### config.mk
export PLATFORM = sky130hd
export DESIGN_NAME = fpf_protect
export DESIGN_NICKNAME = d
export VERILOG_FILES = /design/src/rtl/fpf_protect.v
export VERILOG_INCLUDE_DIRS = /design/src /design/src/rtl
export SDC_FILE = /design/constraint.sdc
export NUM_CORES = 1
export LEC_CHECK = 0
export ABC_AREA = 1
export BUFFER_PORTS_ARGS = -buffer_cell sky130_fd_sc_hd__buf_2
export CORE_MARGIN = 2
export CORE_UTILIZATION = 46
export CTS_BUF_LIST = sky130_fd_sc_hd__clkbuf_16
export DETAILED_ROUTE_END_ITERATION = 10
export PLACE_DENSITY = 0.82
export SYNTH_ARGS = -nofsm -noshare
export SYNTH_HDL_FRONTEND = slang
export SYNTH_HIERARCHICAL = 1
export SYNTH_SLANG_ARGS = --single-unit
export TNS_END_PERCENT = 100
### constraint.sdc
create_clock -name sys_clk_in -period 2.3 [get_ports sys_clk_in]
set_input_delay 0.23 -clock sys_clk_in [delete_from_list [all_inputs] [get_ports sys_clk_in]]
set_output_delay 0.23 -clock sys_clk_in [all_outputs]
set_load 0.01 [all_outputs]
### src/rtl/fpf_defs.vh
// ----------------------------------------------------------------
// Contract
// - level 0 protects nothing; levels 1..9 protect 2^(level-1) of 512 blocks.
// - top/bottom select 0 counts protected blocks down from block 511.
// - top/bottom select 1 counts protected blocks up from block 0.
// - levels 10..15 protect all 512 blocks, either selection.
// - function register: rows 3..0 locks, erase susp, prog susp, t/b, rst dis.
// - bits 1 and 7..4 are one-time: once 1, writes of 0 ignored.
// - bit 0 reset-pin disable: writable only while 0, package default, one-time.
// - reset-pin disable set moves reset onto the shared hold/reset pin.
// - top/bottom select resets to top; once bottom it cannot return.
// - program-suspend flag read-only; set on accepted suspend, clear on resume.
// - erase-suspend flag read-only; set on accepted suspend, clear on resume.
// - row lock bit 0 allows programming; 1 refuses programming of that row.
// - a set row lock bit can never be cleared.
// - program or erase into the protected area is inhibited.
// - whole-chip erase ignored unless protect level is zero.
// ----------------------------------------------------------------
`ifndef FPF_DEFS_VH
`define FPF_DEFS_VH
`define FPF_ADDR_FUNC     12'h000
`define FPF_ADDR_LEVEL    12'h004
`define FPF_ADDR_STATUS   12'h008
`define FPF_BIT_RSTDIS    0
`define FPF_BIT_TBS       1
`define FPF_BIT_PROGRAM_SUSPENDED_FLAG      2
`define FPF_BIT_ERASE_SUSPENDED_FLAG      3
`define FPF_LOCK_LSB      4
`define FPF_OTP_MASK      8'hf2
`define FPF_LEVEL_ALL     4'ha
`define FPF_BLOCK_BITS    9
`define FPF_LOCK_MSB      7
`define FPF_LEVEL_MSB     3
`define FPF_LEVEL_NONE    4'h0
`define FPF_LEVEL_ONE     4'h1
`define FPF_SPAN_ALL      10'h200
`define FPF_SPAN_NONE     10'h000
`define FPF_SPAN_ONE      10'h001
`define FPF_LAST_BLOCK    9'h1ff
`define FPF_TBS_RESET     1'b0
`define FPF_LOCK_RESET    1'b0
`endif

### src/rtl/fpf_protect.v
`timescale 1ns/1ps
`include "fpf_defs.vh"

module fpf_protect #(
    parameter RSTDIS_DEFAULT = 1'b0
) (
    input  wire        sys_clk_in,
    input  wire        rst_n_in,
    // APB slave
    input  wire        psel,
    input  wire        penable,
    input  wire        pwrite,
    input  wire [11:0] paddr,
    input  wire [31:0] pwdata,
    output reg  [31:0] prdata,
    output wire        pready,
    output wire        pslverr,
    // operation check from the flash sequencer
    input  wire        op_req_in,
    input  wire        op_is_chip_erase_in,
    input  wire        op_is_info_row_in,
    input  wire [1:0]  op_info_row_in,
    input  wire [8:0]  op_block_in,
    output reg         op_allow_out,
    output reg         op_deny_out,
    // suspend events
    input  wire        prog_suspend_in,
    input  wire        prog_resume_in,
    input  wire        erase_suspend_in,
    input  wire        erase_resume_in,
    // reset pin routing
    output wire        reset_on_hold_pin_out
);

    // ------------------------------------------------------------
    // register bus decode
    // ------------------------------------------------------------
    wire       wr_en;
    wire       rd_en;
    wire       mapped;
    wire       wr_func;
    wire       wr_level;
    reg  [3:0] level_ff;
    reg  [3:0] nxt_level;

    // the slave never stretches a transfer, so pready is a constant
    assign pready   = 1'b1;
    assign mapped   = (paddr == `FPF_ADDR_FUNC) ||
                      (paddr == `FPF_ADDR_LEVEL) ||
                      (paddr == `FPF_ADDR_STATUS);
    assign pslverr  = psel & penable & ~mapped;
    // writes land in the access phase; read data is fetched in setup
    assign wr_en    = psel & penable & pwrite & mapped;
    assign rd_en    = psel & ~penable & ~pwrite;
    assign wr_func  = wr_en & (paddr == `FPF_ADDR_FUNC);
    assign wr_level = wr_en & (paddr == `FPF_ADDR_LEVEL);

    // ------------------------------------------------------------
    // function register: one-time bits
    // ------------------------------------------------------------
    wire [7:0] func_word;
    wire [3:0] row_lock;
    wire       rstdis_bit;
    wire       tbs_bit;
    wire       program_suspended_flag_bit;
    wire       erase_suspended_flag_bit;

    // strap default of the reset-pin disable comes in as a parameter
    fpf_otp_bit #(
        .RESET_VALUE (RSTDIS_DEFAULT)
    ) i_rstdis (
        .sys_clk_in  (sys_clk_in),
        .rst_n_in    (rst_n_in),
        .wr_in       (wr_func),
        .data_in     (pwdata[`FPF_BIT_RSTDIS]),
        .bit_out     (rstdis_bit)
    );

    // once bottom is chosen the protected area can never flip back
    fpf_otp_bit #(
        .RESET_VALUE (`FPF_TBS_RESET)
    ) i_tbs (
        .sys_clk_in  (sys_clk_in),
        .rst_n_in    (rst_n_in),
        .wr_in       (wr_func),
        .data_in     (pwdata[`FPF_BIT_TBS]),
        .bit_out     (tbs_bit)
    );

    // each row lock guards one information row against programming
    fpf_otp_bit #(
        .RESET_VALUE (`FPF_LOCK_RESET)
    ) i_lock0 (
        .sys_clk_in  (sys_clk_in),
        .rst_n_in    (rst_n_in),
        .wr_in       (wr_func),
        .data_in     (pwdata[`FPF_LOCK_LSB]),
        .bit_out     (row_lock[0])
    );

    fpf_otp_bit #(
        .RESET_VALUE (`FPF_LOCK_RESET)
    ) i_lock1 (
        .sys_clk_in  (sys_clk_in),
        .rst_n_in    (rst_n_in),
        .wr_in       (wr_func),
        .data_in     (pwdata[`FPF_LOCK_LSB+1]),
        .bit_out     (row_lock[1])
    );

    fpf_otp_bit #(
        .RESET_VALUE (`FPF_LOCK_RESET)
    ) i_lock2 (
        .sys_clk_in  (sys_clk_in),
        .rst_n_in    (rst_n_in),
        .wr_in       (wr_func),
        .data_in     (pwdata[`FPF_LOCK_LSB+2]),
        .bit_out     (row_lock[2])
    );

    fpf_otp_bit #(
        .RESET_VALUE (`FPF_LOCK_RESET)
    ) i_lock3 (
        .sys_clk_in  (sys_clk_in),
        .rst_n_in    (rst_n_in),
        .wr_in       (wr_func),
        .data_in     (pwdata[`FPF_LOCK_LSB+3]),
        .bit_out     (row_lock[3])
    );

    // ------------------------------------------------------------
    // function register: volatile suspend flags
    // ------------------------------------------------------------
    // both flags are status only; a bus write never reaches them
    fpf_susp_flag i_program_suspended_flag (
        .sys_clk_in  (sys_clk_in),
        .rst_n_in    (rst_n_in),
        .set_in      (prog_suspend_in),
        .clear_in    (prog_resume_in),
        .flag_out    (program_suspended_flag_bit)
    );

    fpf_susp_flag i_erase_suspended_flag (
        .sys_clk_in  (sys_clk_in),
        .rst_n_in    (rst_n_in),
        .set_in      (erase_suspend_in),
        .clear_in    (erase_resume_in),
        .flag_out    (erase_suspended_flag_bit)
    );

    // ------------------------------------------------------------
    // function register assembly
    // ------------------------------------------------------------
    assign func_word[`FPF_BIT_RSTDIS] = rstdis_bit;
    assign func_word[`FPF_BIT_TBS]    = tbs_bit;
    assign func_word[`FPF_BIT_PROGRAM_SUSPENDED_FLAG]   = program_suspended_flag_bit;
    assign func_word[`FPF_BIT_ERASE_SUSPENDED_FLAG]   = erase_suspended_flag_bit;
    assign func_word[`FPF_LOCK_MSB:`FPF_LOCK_LSB] = row_lock;

    // the hold/reset pin takes over reset once the bit is set
    assign reset_on_hold_pin_out = rstdis_bit;

    // ------------------------------------------------------------
    // protect level register
    // ------------------------------------------------------------
    always @* begin
        nxt_level = level_ff;
        if (wr_level) begin
            nxt_level = pwdata[`FPF_LEVEL_MSB:0];
        end
    end

    always @(posedge sys_clk_in) begin
        if (!rst_n_in) begin
            level_ff <= `FPF_LEVEL_NONE;
        end else begin
            level_ff <= nxt_level;
        end
    end

    // ------------------------------------------------------------
    // protection decode
    // ------------------------------------------------------------
    reg        in_range;
    reg  [8:0] prot_cnt;
    reg        deny_now;
    reg        denied_ff;
    wire [9:0] span;
    wire       chip_ok;
    wire       row_locked;

    assign span = (level_ff >= `FPF_LEVEL_ALL)  ? `FPF_SPAN_ALL  :
                  (level_ff == `FPF_LEVEL_NONE) ? `FPF_SPAN_NONE :
                  (`FPF_SPAN_ONE << (level_ff - `FPF_LEVEL_ONE));

    // top area counts down from the last block, bottom counts up
    always @* begin
        prot_cnt = `FPF_LAST_BLOCK - op_block_in;
        in_range = ({1'b0, prot_cnt} < span);
        if (tbs_bit) begin
            in_range = ({1'b0, op_block_in} < span);
        end
    end

    // chip erase is only honoured with no block protected at all
    assign chip_ok    = (level_ff == `FPF_LEVEL_NONE);
    assign row_locked = row_lock[op_info_row_in];

    // info rows and chip erase sit outside the block map
    always @* begin
        deny_now = in_range;
        if (op_is_info_row_in) begin
            deny_now = row_locked;
        end else if (op_is_chip_erase_in) begin
            deny_now = ~chip_ok;
        end
    end

    // ------------------------------------------------------------
    // check answer
    // ------------------------------------------------------------
    // denied_ff keeps the verdict of the last request for software
    always @(posedge sys_clk_in) begin
        if (!rst_n_in) begin
            op_allow_out <= 1'b0;
            op_deny_out  <= 1'b0;
            denied_ff    <= 1'b0;
        end else begin
            op_allow_out <= op_req_in & ~deny_now;
            op_deny_out  <= op_req_in & deny_now;
            if (op_req_in) begin
                denied_ff <= deny_now;
            end
        end
    end

    // ------------------------------------------------------------
    // status word
    // ------------------------------------------------------------
    wire [31:0] status_word;

    // all 512 blocks wrap to 0 in the nine-bit count field
    assign status_word = {22'h000000, denied_ff, span[`FPF_BLOCK_BITS-1:0]};

    // ------------------------------------------------------------
    // read data
    // ------------------------------------------------------------
    always @(posedge sys_clk_in) begin
        if (!rst_n_in) begin
            prdata <= 32'h0000_0000;
        end else if (rd_en) begin
            case (paddr)
                `FPF_ADDR_FUNC:   prdata <= {24'h000000, func_word};
                `FPF_ADDR_LEVEL:  prdata <= {28'h0000000, level_ff};
                `FPF_ADDR_STATUS: prdata <= status_word;
                default:          prdata <= 32'h0000_0000;
            endcase
        end
    end

endmodule // fpf_protect

// ----------------------------------------------------------------
// one-time programmable bit cell
// ----------------------------------------------------------------
module fpf_otp_bit #(
    parameter RESET_VALUE = 1'b0
) (
    input  wire sys_clk_in,
    input  wire rst_n_in,
    input  wire wr_in,
    input  wire data_in,
    output wire bit_out
);

    reg bit_ff;
    reg nxt_bit;

    // a one-time bit only ever moves from 0 to 1; a write of 0 is lost
    // this also covers a bit that is writable only while it reads 0
    always @* begin
        nxt_bit = bit_ff;
        if (wr_in && data_in) begin
            nxt_bit = 1'b1;
        end
    end

    // limitation: the value is volatile here; the real cell keeps it
    // across power cycles, so reset stands in for power-up only
    always @(posedge sys_clk_in) begin
        if (!rst_n_in) begin
            bit_ff <= RESET_VALUE;
        end else begin
            bit_ff <= nxt_bit;
        end
    end

    assign bit_out = bit_ff;

endmodule // fpf_otp_bit

// ----------------------------------------------------------------
// volatile suspend flag
// ----------------------------------------------------------------
module fpf_susp_flag (
    input  wire sys_clk_in,
    input  wire rst_n_in,
    input  wire set_in,
    input  wire clear_in,
    output wire flag_out
);

    reg flag_ff;
    reg nxt_flag;

    // suspend and resume in one cycle leave the flag set, so a
    // suspend is never lost behind a late resume
    // both pulses come from logic on this clock, so no synchroniser
    always @* begin
        nxt_flag = flag_ff;
        if (clear_in) begin
            nxt_flag = 1'b0;
        end
        if (set_in) begin
            nxt_flag = 1'b1;
        end
    end

    always @(posedge sys_clk_in) begin
        if (!rst_n_in) begin
            flag_ff <= 1'b0;
        end else begin
            flag_ff <= nxt_flag;
        end
    end

    assign flag_out = flag_ff;

endmodule // fpf_susp_flag

Word level (Yosys, flattened, before mapping):

Cells that the tools add are included.

* register bits after elaboration: 47
* latch bits: 0
* RAM bits: 0
* bits in read-only memories: 0
* bits of input ports: 67
* output and inout port bits: 37
* word-level logic and storage cells: 61
* memories kept: 0

* $add $sub $neg: 2
* $mul: 0
* div/mod/pow operators: 0
* order comparisons: 4
* equality and inequality tests: 2
* shift-type cells: 1
* mux-type cells: 12
* bitwise operators: 15
* reductions and logical operators: 12

Operators with widths (count)
* 10-bit one-hot mux with 3 select lines: 1
* 9-bit by 10-bit < comparator with 1-bit output: 2
* 10-bit 2-to-1 mux: 2
* 12-bit by 3-bit == test with 1-bit output (second input constant): 1
* 12-bit by 4-bit == test with 1-bit output (second input constant): 1
* 12-bit zero test: 1
* 1-bit bitwise AND: 10
* 1-bit by 4-bit left shift with 10-bit output (first input constant): 1
* 9-bit subtractor (first input constant): 1
* 1-bit 2-to-1 mux: 8
* 1-bit logical AND: 6
* 1-bit inverter: 5
* 4-bit >= comparator (second input constant): 1
* 4-bit zero test: 1
* 2-bit nonzero test: 2
* 4-bit by 1-bit subtractor with 4-bit output (second input constant): 1
* 2-bit by 3-bit < comparator with 1-bit output (second input constant): 1
* 1-bit binary-select mux with 2-bit select: 1
* 1-bit logical OR: 2

Depth between registers and ports, before layout:

* depth in word-level cells: 10
* mapped depth: 17
* depth with buffers taken out: 17

Modules after synthesis:

Netlist, hierarchy kept.

Modules (own cells, without submodules)
* fpf_protect: instances 1, cells each 271, area each 1724.2 um2
* fpf_otp_bit: instances 6, cells each 5, area each 40.0 um2
* fpf_susp_flag: instances 2, cells each 6, area each 43.8 um2

Worst setup path before layout:

No wires, ideal clock.

* kind: register -> register
* start: register level_ff[0]
* end: register denied_ff
* arrival: 1.705 ns
* required time: 2.186 ns
* setup slack: 0.481 ns
* stages on the path, launching flop included: 17
* buffers on the path: 0
* cell sequence: dfxtp_1 -> inv_1 -> nor3_1 -> inv_1 -> ha_1 -> inv_1 -> nand2_1 -> nor2_1 -> nand2_1 -> nor2_1 -> nand2_1 -> nand3_1 -> nand3_1 -> nand2_1 -> nand2_1 -> nand2_1 -> nand2_1

* word-level cells in the longest chain between the ends: 8
* elaborated cells between the ends (all ways): 12
* those cells by class: add/sub (1); order compare (3); shift (1); mux (5); bitwise (1); reduce/logical (1)

RTL lines
* start: declaration: line fpf_protect.v:43 `reg [3:0] level_ff;`
* start signal: assignment: line fpf_protect.v:175 `` level_ff <= `FPF_LEVEL_NONE; ``
* start signal: assignment: line fpf_protect.v:177 `level_ff <= nxt_level;`
* 4-bit by 1-bit subtractor with 4-bit output (no line)
* 1-bit by 4-bit left shift with 10-bit output (no line)
* 10-bit 2-to-1 mux: line fpf_protect.v:193 `` (level_ff == `FPF_LEVEL_NONE) ? `FPF_SPAN_NONE : ``
* 10-bit 2-to-1 mux: line fpf_protect.v:192 `` assign span = (level_ff >= `FPF_LEVEL_ALL) ? `FPF_SPAN_ALL : ``
* 9-bit by 10-bit < comparator with 1-bit output (on tied branches): line fpf_protect.v:199, fpf_protect.v:201
* 1-bit 2-to-1 mux: line fpf_protect.v:200 `if (tbs_bit) begin`
* 1-bit 2-to-1 mux (*): line fpf_protect.v:214 `end else if (op_is_chip_erase_in) begin`
* 1-bit 2-to-1 mux (*): line fpf_protect.v:212 `if (op_is_info_row_in) begin`
* end signal: assignment: line fpf_protect.v:232 `denied_ff <= deny_now;`
* end: declaration: line fpf_protect.v:187 `reg denied_ff;`

Mark *: on every way between the ends. The rest lies on a longest branch, timed or not.
A chain may end at the register's enable or synchronous reset.

Final worst setup path:

* start: register level_ff[1]
* end: register denied_ff

The elaborated chain is that of the path after synthesis.

==> impl_metrics.json <==
{
  "run_status": "complete, no violations",
  "worst-endpoint-arrival_ns": 2.20,
  "syn_inst": 313,
  "final-setup-viol-count": 0,
  "rr_worst_depth": 15,
  "critPathLaunch": "level_ff[1]$_SDFFE_PN0P_",
  "routedWlPerCell_um": 10.5,
  "tritoncts": "done",
  "place_ws_ns": 0.165,
  "area_added_between_synthesis_and_finish_pct": 17.6,
  "drtPass1Iterations": 4,
  "min_period_over_period_pct": 89.1,
  "grtUsageMet2_pct": 35.1,
  "rsz0062_at_grt": "false",
  "crit_slowest_cell": "sky130_fd_sc_hd__dfxtp_1",
  "netlist_area_before_placement_um2": 2050,
  "post-route-util_pct": 55.8,
  "hold_path_class": "input pin to register",
  "post-route-worst-setup-slack_ns": 0.250,
  "timing.critical_path.fanout_max": 5,
  "drt.antenna.violating_nets": 0,
  "grt_start_max_net_pins": 16,
  "vias_in_the_first_global_route": 1867,
  "via_per_inst": 4.63,
  "worst_path_largest_cell_delay_ns": 0.39,
  "timing.fmax_ghz": 0.488,
  "worst_r2r_endpoint": "denied_ff$_SDFFE_PN0P_",
  "routed_wl_um": 4460,
  "worst_path_top_cell_family_by_delay": "simple AND/OR/NAND/NOR gates",
  "yosys_warnings": 6,
  "floorplan.die.width_um": 70.8,
  "tritoncts.num_buffers": 3,
  "io_buffers": 56,
  "globalRouteMet1Util_pct": 23.2,
  "cp-start-kind": "register",
  "largest_registers": "prdata: 10 flops, level_ff: 4 flops",
  "critical_path_depth": 15,
  "worst_ir_drop_on_vdd_uv": 369,
  "leakage_nw": 1.30,
  "grt_most_used_layer": "met2",
  "cts_root_buf": "sky130_fd_sc_hd__clkbuf_16",
  "grt_overflow_total": 0,
  "floorplan.die.height_um": 70.8,
  "largest_register_ff_count": 10,
  "critPathKind": "register to register",
  "layout_common_cells": "sky130_fd_sc_hd__nand2_1 (78), sky130_fd_sc_hd__inv_1 (59), sky130_fd_sc_hd__buf_2 (56), sky130_fd_sc_hd__nor2_1 (32)",
  "finalWeightedCongestion": 0.848,
  "syn_area_per_cell_um2": 6.56,
  "yosys_register_bits": 25,
  "clk_pin_slew_worst_paths_ns": 0.06,
  "clock_tree.htree_level_count": 1,
  "grt.met3_usage_pct": 2.99,
  "num_antenna_cells": 0,
  "vias": 1969,
  "antenna_found_initial": 0,
  "power_per_cell_area_nw_per_um2": 403,
  "final_net_count": 459,
  "wire_length_of_the_first_global_routing_pass_um": 7870,
  "clockBufferDepth": 2,
  "timing.critical_path.to_type": "register",
  "drive_gt1_share_pct": 24.7,
  "cts.repair.resized": 0,
  "cts.hold.buffers_added": 0,
  "r2r-start": "level_ff[1]$_SDFFE_PN0P_",
  "reg_to_reg_setup_timing_slack_ns": 0.25,
  "largest_register": "prdata",
  "mostFrequentLayoutCell": "sky130_fd_sc_hd__nand2_1",
  "post-route-min-period_ns": 2.05,
  "crit_end": "denied_ff$_SDFFE_PN0P_",
  "start_util_pct": 47.5,
  "path_cells": "inv_1 -> nor2_1 -> nand2_1 -> ha_1 -> nand2_1 -> nor2_1 -> nand2_1 -> nor2_1 -> nand2_1 -> nand3_1 -> nand3_1 -> nand2_1 -> nand2_1 -> nand2_1 -> nand2_1",
  "setup-tns-final_ns": 0,
  "synth.lib_cells_used.distinct": 30,
  "clock_latency_ns": 0.26,
  "synth_seq_area_share_pct": 24.4,
  "std_cell_rows": 24,
  "hold_viol": 0,
  "cts_setup_buffers": 0,
  "detailedPlacementHpwl_um": 3770,
  "timing_max_transition_violations_final": 0,
  "critPathRequiredTime_ns": 2.45,
  "cts.sink_count": 25,
  "initialDrtViolationCount": 72,
  "grt.total_usage_pct": 19.0,
  "core_area_um2": 4320,
  "cp_common_cell": "sky130_fd_sc_hd__nand2_1",
  "post-route-drc-count": 0,
  "max-cap-violations": 0,
  "design.die.area_um2": 5010,
  "cp_num_buf_inv": 1,
  "num_io_pins": 104,
  "worst_clock_skew_ns": 0.00193
}
## cell usage after synthesis
cell type | number | area, um^2
sky130_fd_sc_hd__a211oi_1 | 1 | 7.51
sky130_fd_sc_hd__a21oi_1 | 15 | 75.1
sky130_fd_sc_hd__a21oi_2 | 8 | 70.1
sky130_fd_sc_hd__a31o_2 | 1 | 8.76
sky130_fd_sc_hd__buf_4 | 23 | 173
sky130_fd_sc_hd__clkbuf_1 | 1 | 3.75
sky130_fd_sc_hd__clkinv_1 | 1 | 3.75
sky130_fd_sc_hd__conb_1 | 2 | 7.51
sky130_fd_sc_hd__dfxtp_1 | 25 | 500
sky130_fd_sc_hd__ha_1 | 18 | 225
sky130_fd_sc_hd__inv_1 | 60 | 225
sky130_fd_sc_hd__inv_2 | 1 | 3.75
sky130_fd_sc_hd__nand2_1 | 78 | 293
sky130_fd_sc_hd__nand2_2 | 3 | 18.8
sky130_fd_sc_hd__nand2_4 | 1 | 11.3
sky130_fd_sc_hd__nand3_1 | 15 | 75.1
sky130_fd_sc_hd__nand3_4 | 1 | 17.5
sky130_fd_sc_hd__nand4_1 | 2 | 12.5
sky130_fd_sc_hd__nor2_1 | 33 | 124
sky130_fd_sc_hd__nor2_2 | 3 | 18.8
sky130_fd_sc_hd__nor2_8 | 1 | 20.0
sky130_fd_sc_hd__nor3_1 | 2 | 10.0
sky130_fd_sc_hd__nor3_4 | 3 | 48.8
sky130_fd_sc_hd__nor4_1 | 1 | 6.26
sky130_fd_sc_hd__o211ai_1 | 2 | 15.0
sky130_fd_sc_hd__o21ai_0 | 7 | 35.0
sky130_fd_sc_hd__o21ai_4 | 1 | 16.3
sky130_fd_sc_hd__o21bai_1 | 1 | 7.51
sky130_fd_sc_hd__o22ai_1 | 2 | 12.5
sky130_fd_sc_hd__or2_2 | 1 | 6.26
## worst reg2reg max path: stages (launching register included)
cell,delay [ns]
sky130_fd_sc_hd__dfxtp_1,0.39
sky130_fd_sc_hd__inv_1,0.10
sky130_fd_sc_hd__nor2_1,0.15
sky130_fd_sc_hd__nand2_1,0.13
sky130_fd_sc_hd__ha_1,0.35
sky130_fd_sc_hd__nand2_1,0.09
sky130_fd_sc_hd__nor2_1,0.10
sky130_fd_sc_hd__nand2_1,0.06
sky130_fd_sc_hd__nor2_1,0.09
sky130_fd_sc_hd__nand2_1,0.06
sky130_fd_sc_hd__nand3_1,0.06
sky130_fd_sc_hd__nand3_1,0.07
sky130_fd_sc_hd__nand2_1,0.08
sky130_fd_sc_hd__nand2_1,0.09
sky130_fd_sc_hd__nand2_1,0.09
sky130_fd_sc_hd__nand2_1,0.05
## area by class of cell
cell class	instances	area, um^2
Clock buffer	3	75.1
Tap cell	52	65.1
Fill cell	445	1910
Multi-Input combinational cell	223	1230
Inverter	62	233
Timing Repair Buffer	59	303
Sequential cell	25	503
Clock inverter	1	5.00
## routing by layer
layer / part of all wire, % / wire (um)
met5: 0 / 0
met4: 1.4 / 62
met3: 6.6 / 296
met2: 49 / 2210
met1: 42 / 1890
## logic make-up (layout without fill, tap and decap cells)
logic type	Yosys count	after routing	share of synthesized area [%]
fa+ha+maj	18	18	11.0
simple gates	144	144	32.3
buf+inv	86	125	19.9
other cells	2	23	0.366
flops	25	25	24.4
compound gates	38	38	12.1
## worst min path at each step
stage / cells past startpoint / from / to / slack [ns]
after floorplan: 2 / rst_n_in / level_ff[3]$_SDFFE_PN0P_ / 0.35
after global placement: 2 / i_lock3/bit_out$_SDFFE_PN0P_ / i_lock3/bit_out$_SDFFE_PN0P_ / 0.45
after detailed placement: 2 / prdata[1]$_SDFFE_PN0P_ / prdata[1]$_SDFFE_PN0P_ / 0.45
after CTS: 3 / pwdata[3] / level_ff[3]$_SDFFE_PN0P_ / 0.20
after global routing: 3 / pwdata[7] / i_lock3/bit_out$_SDFFE_PN0P_ / 0.22
final: 3 / pwdata[3] / level_ff[3]$_SDFFE_PN0P_ / 0.20
## through the flow
step                      area [um^2]  cells  hold WS (ns)  power [W]
final                            2410    425         0.198   0.000973
after global routing             2410    425         0.218    0.00102
after CTS                        2400    425         0.203   0.000980
after detailed placement         2320    421         0.454   0.000604
after global placement           2320    421         0.449   0.000598
after floorplan                  2130    334         0.350   0.000569
## report_power, final
group | internal, W | switching [W] | leakage, nW | total [W]
Clock | 0.000234 | 0.000145 | 0.0409 | 0.000378
Sequential | 0.000438 | 0.00000213 | 0.203 | 0.000440
Combinational | 0.0000590 | 0.0000955 | 1.06 | 0.000154
Note: power is estimated with default switching activity, not from simulation.
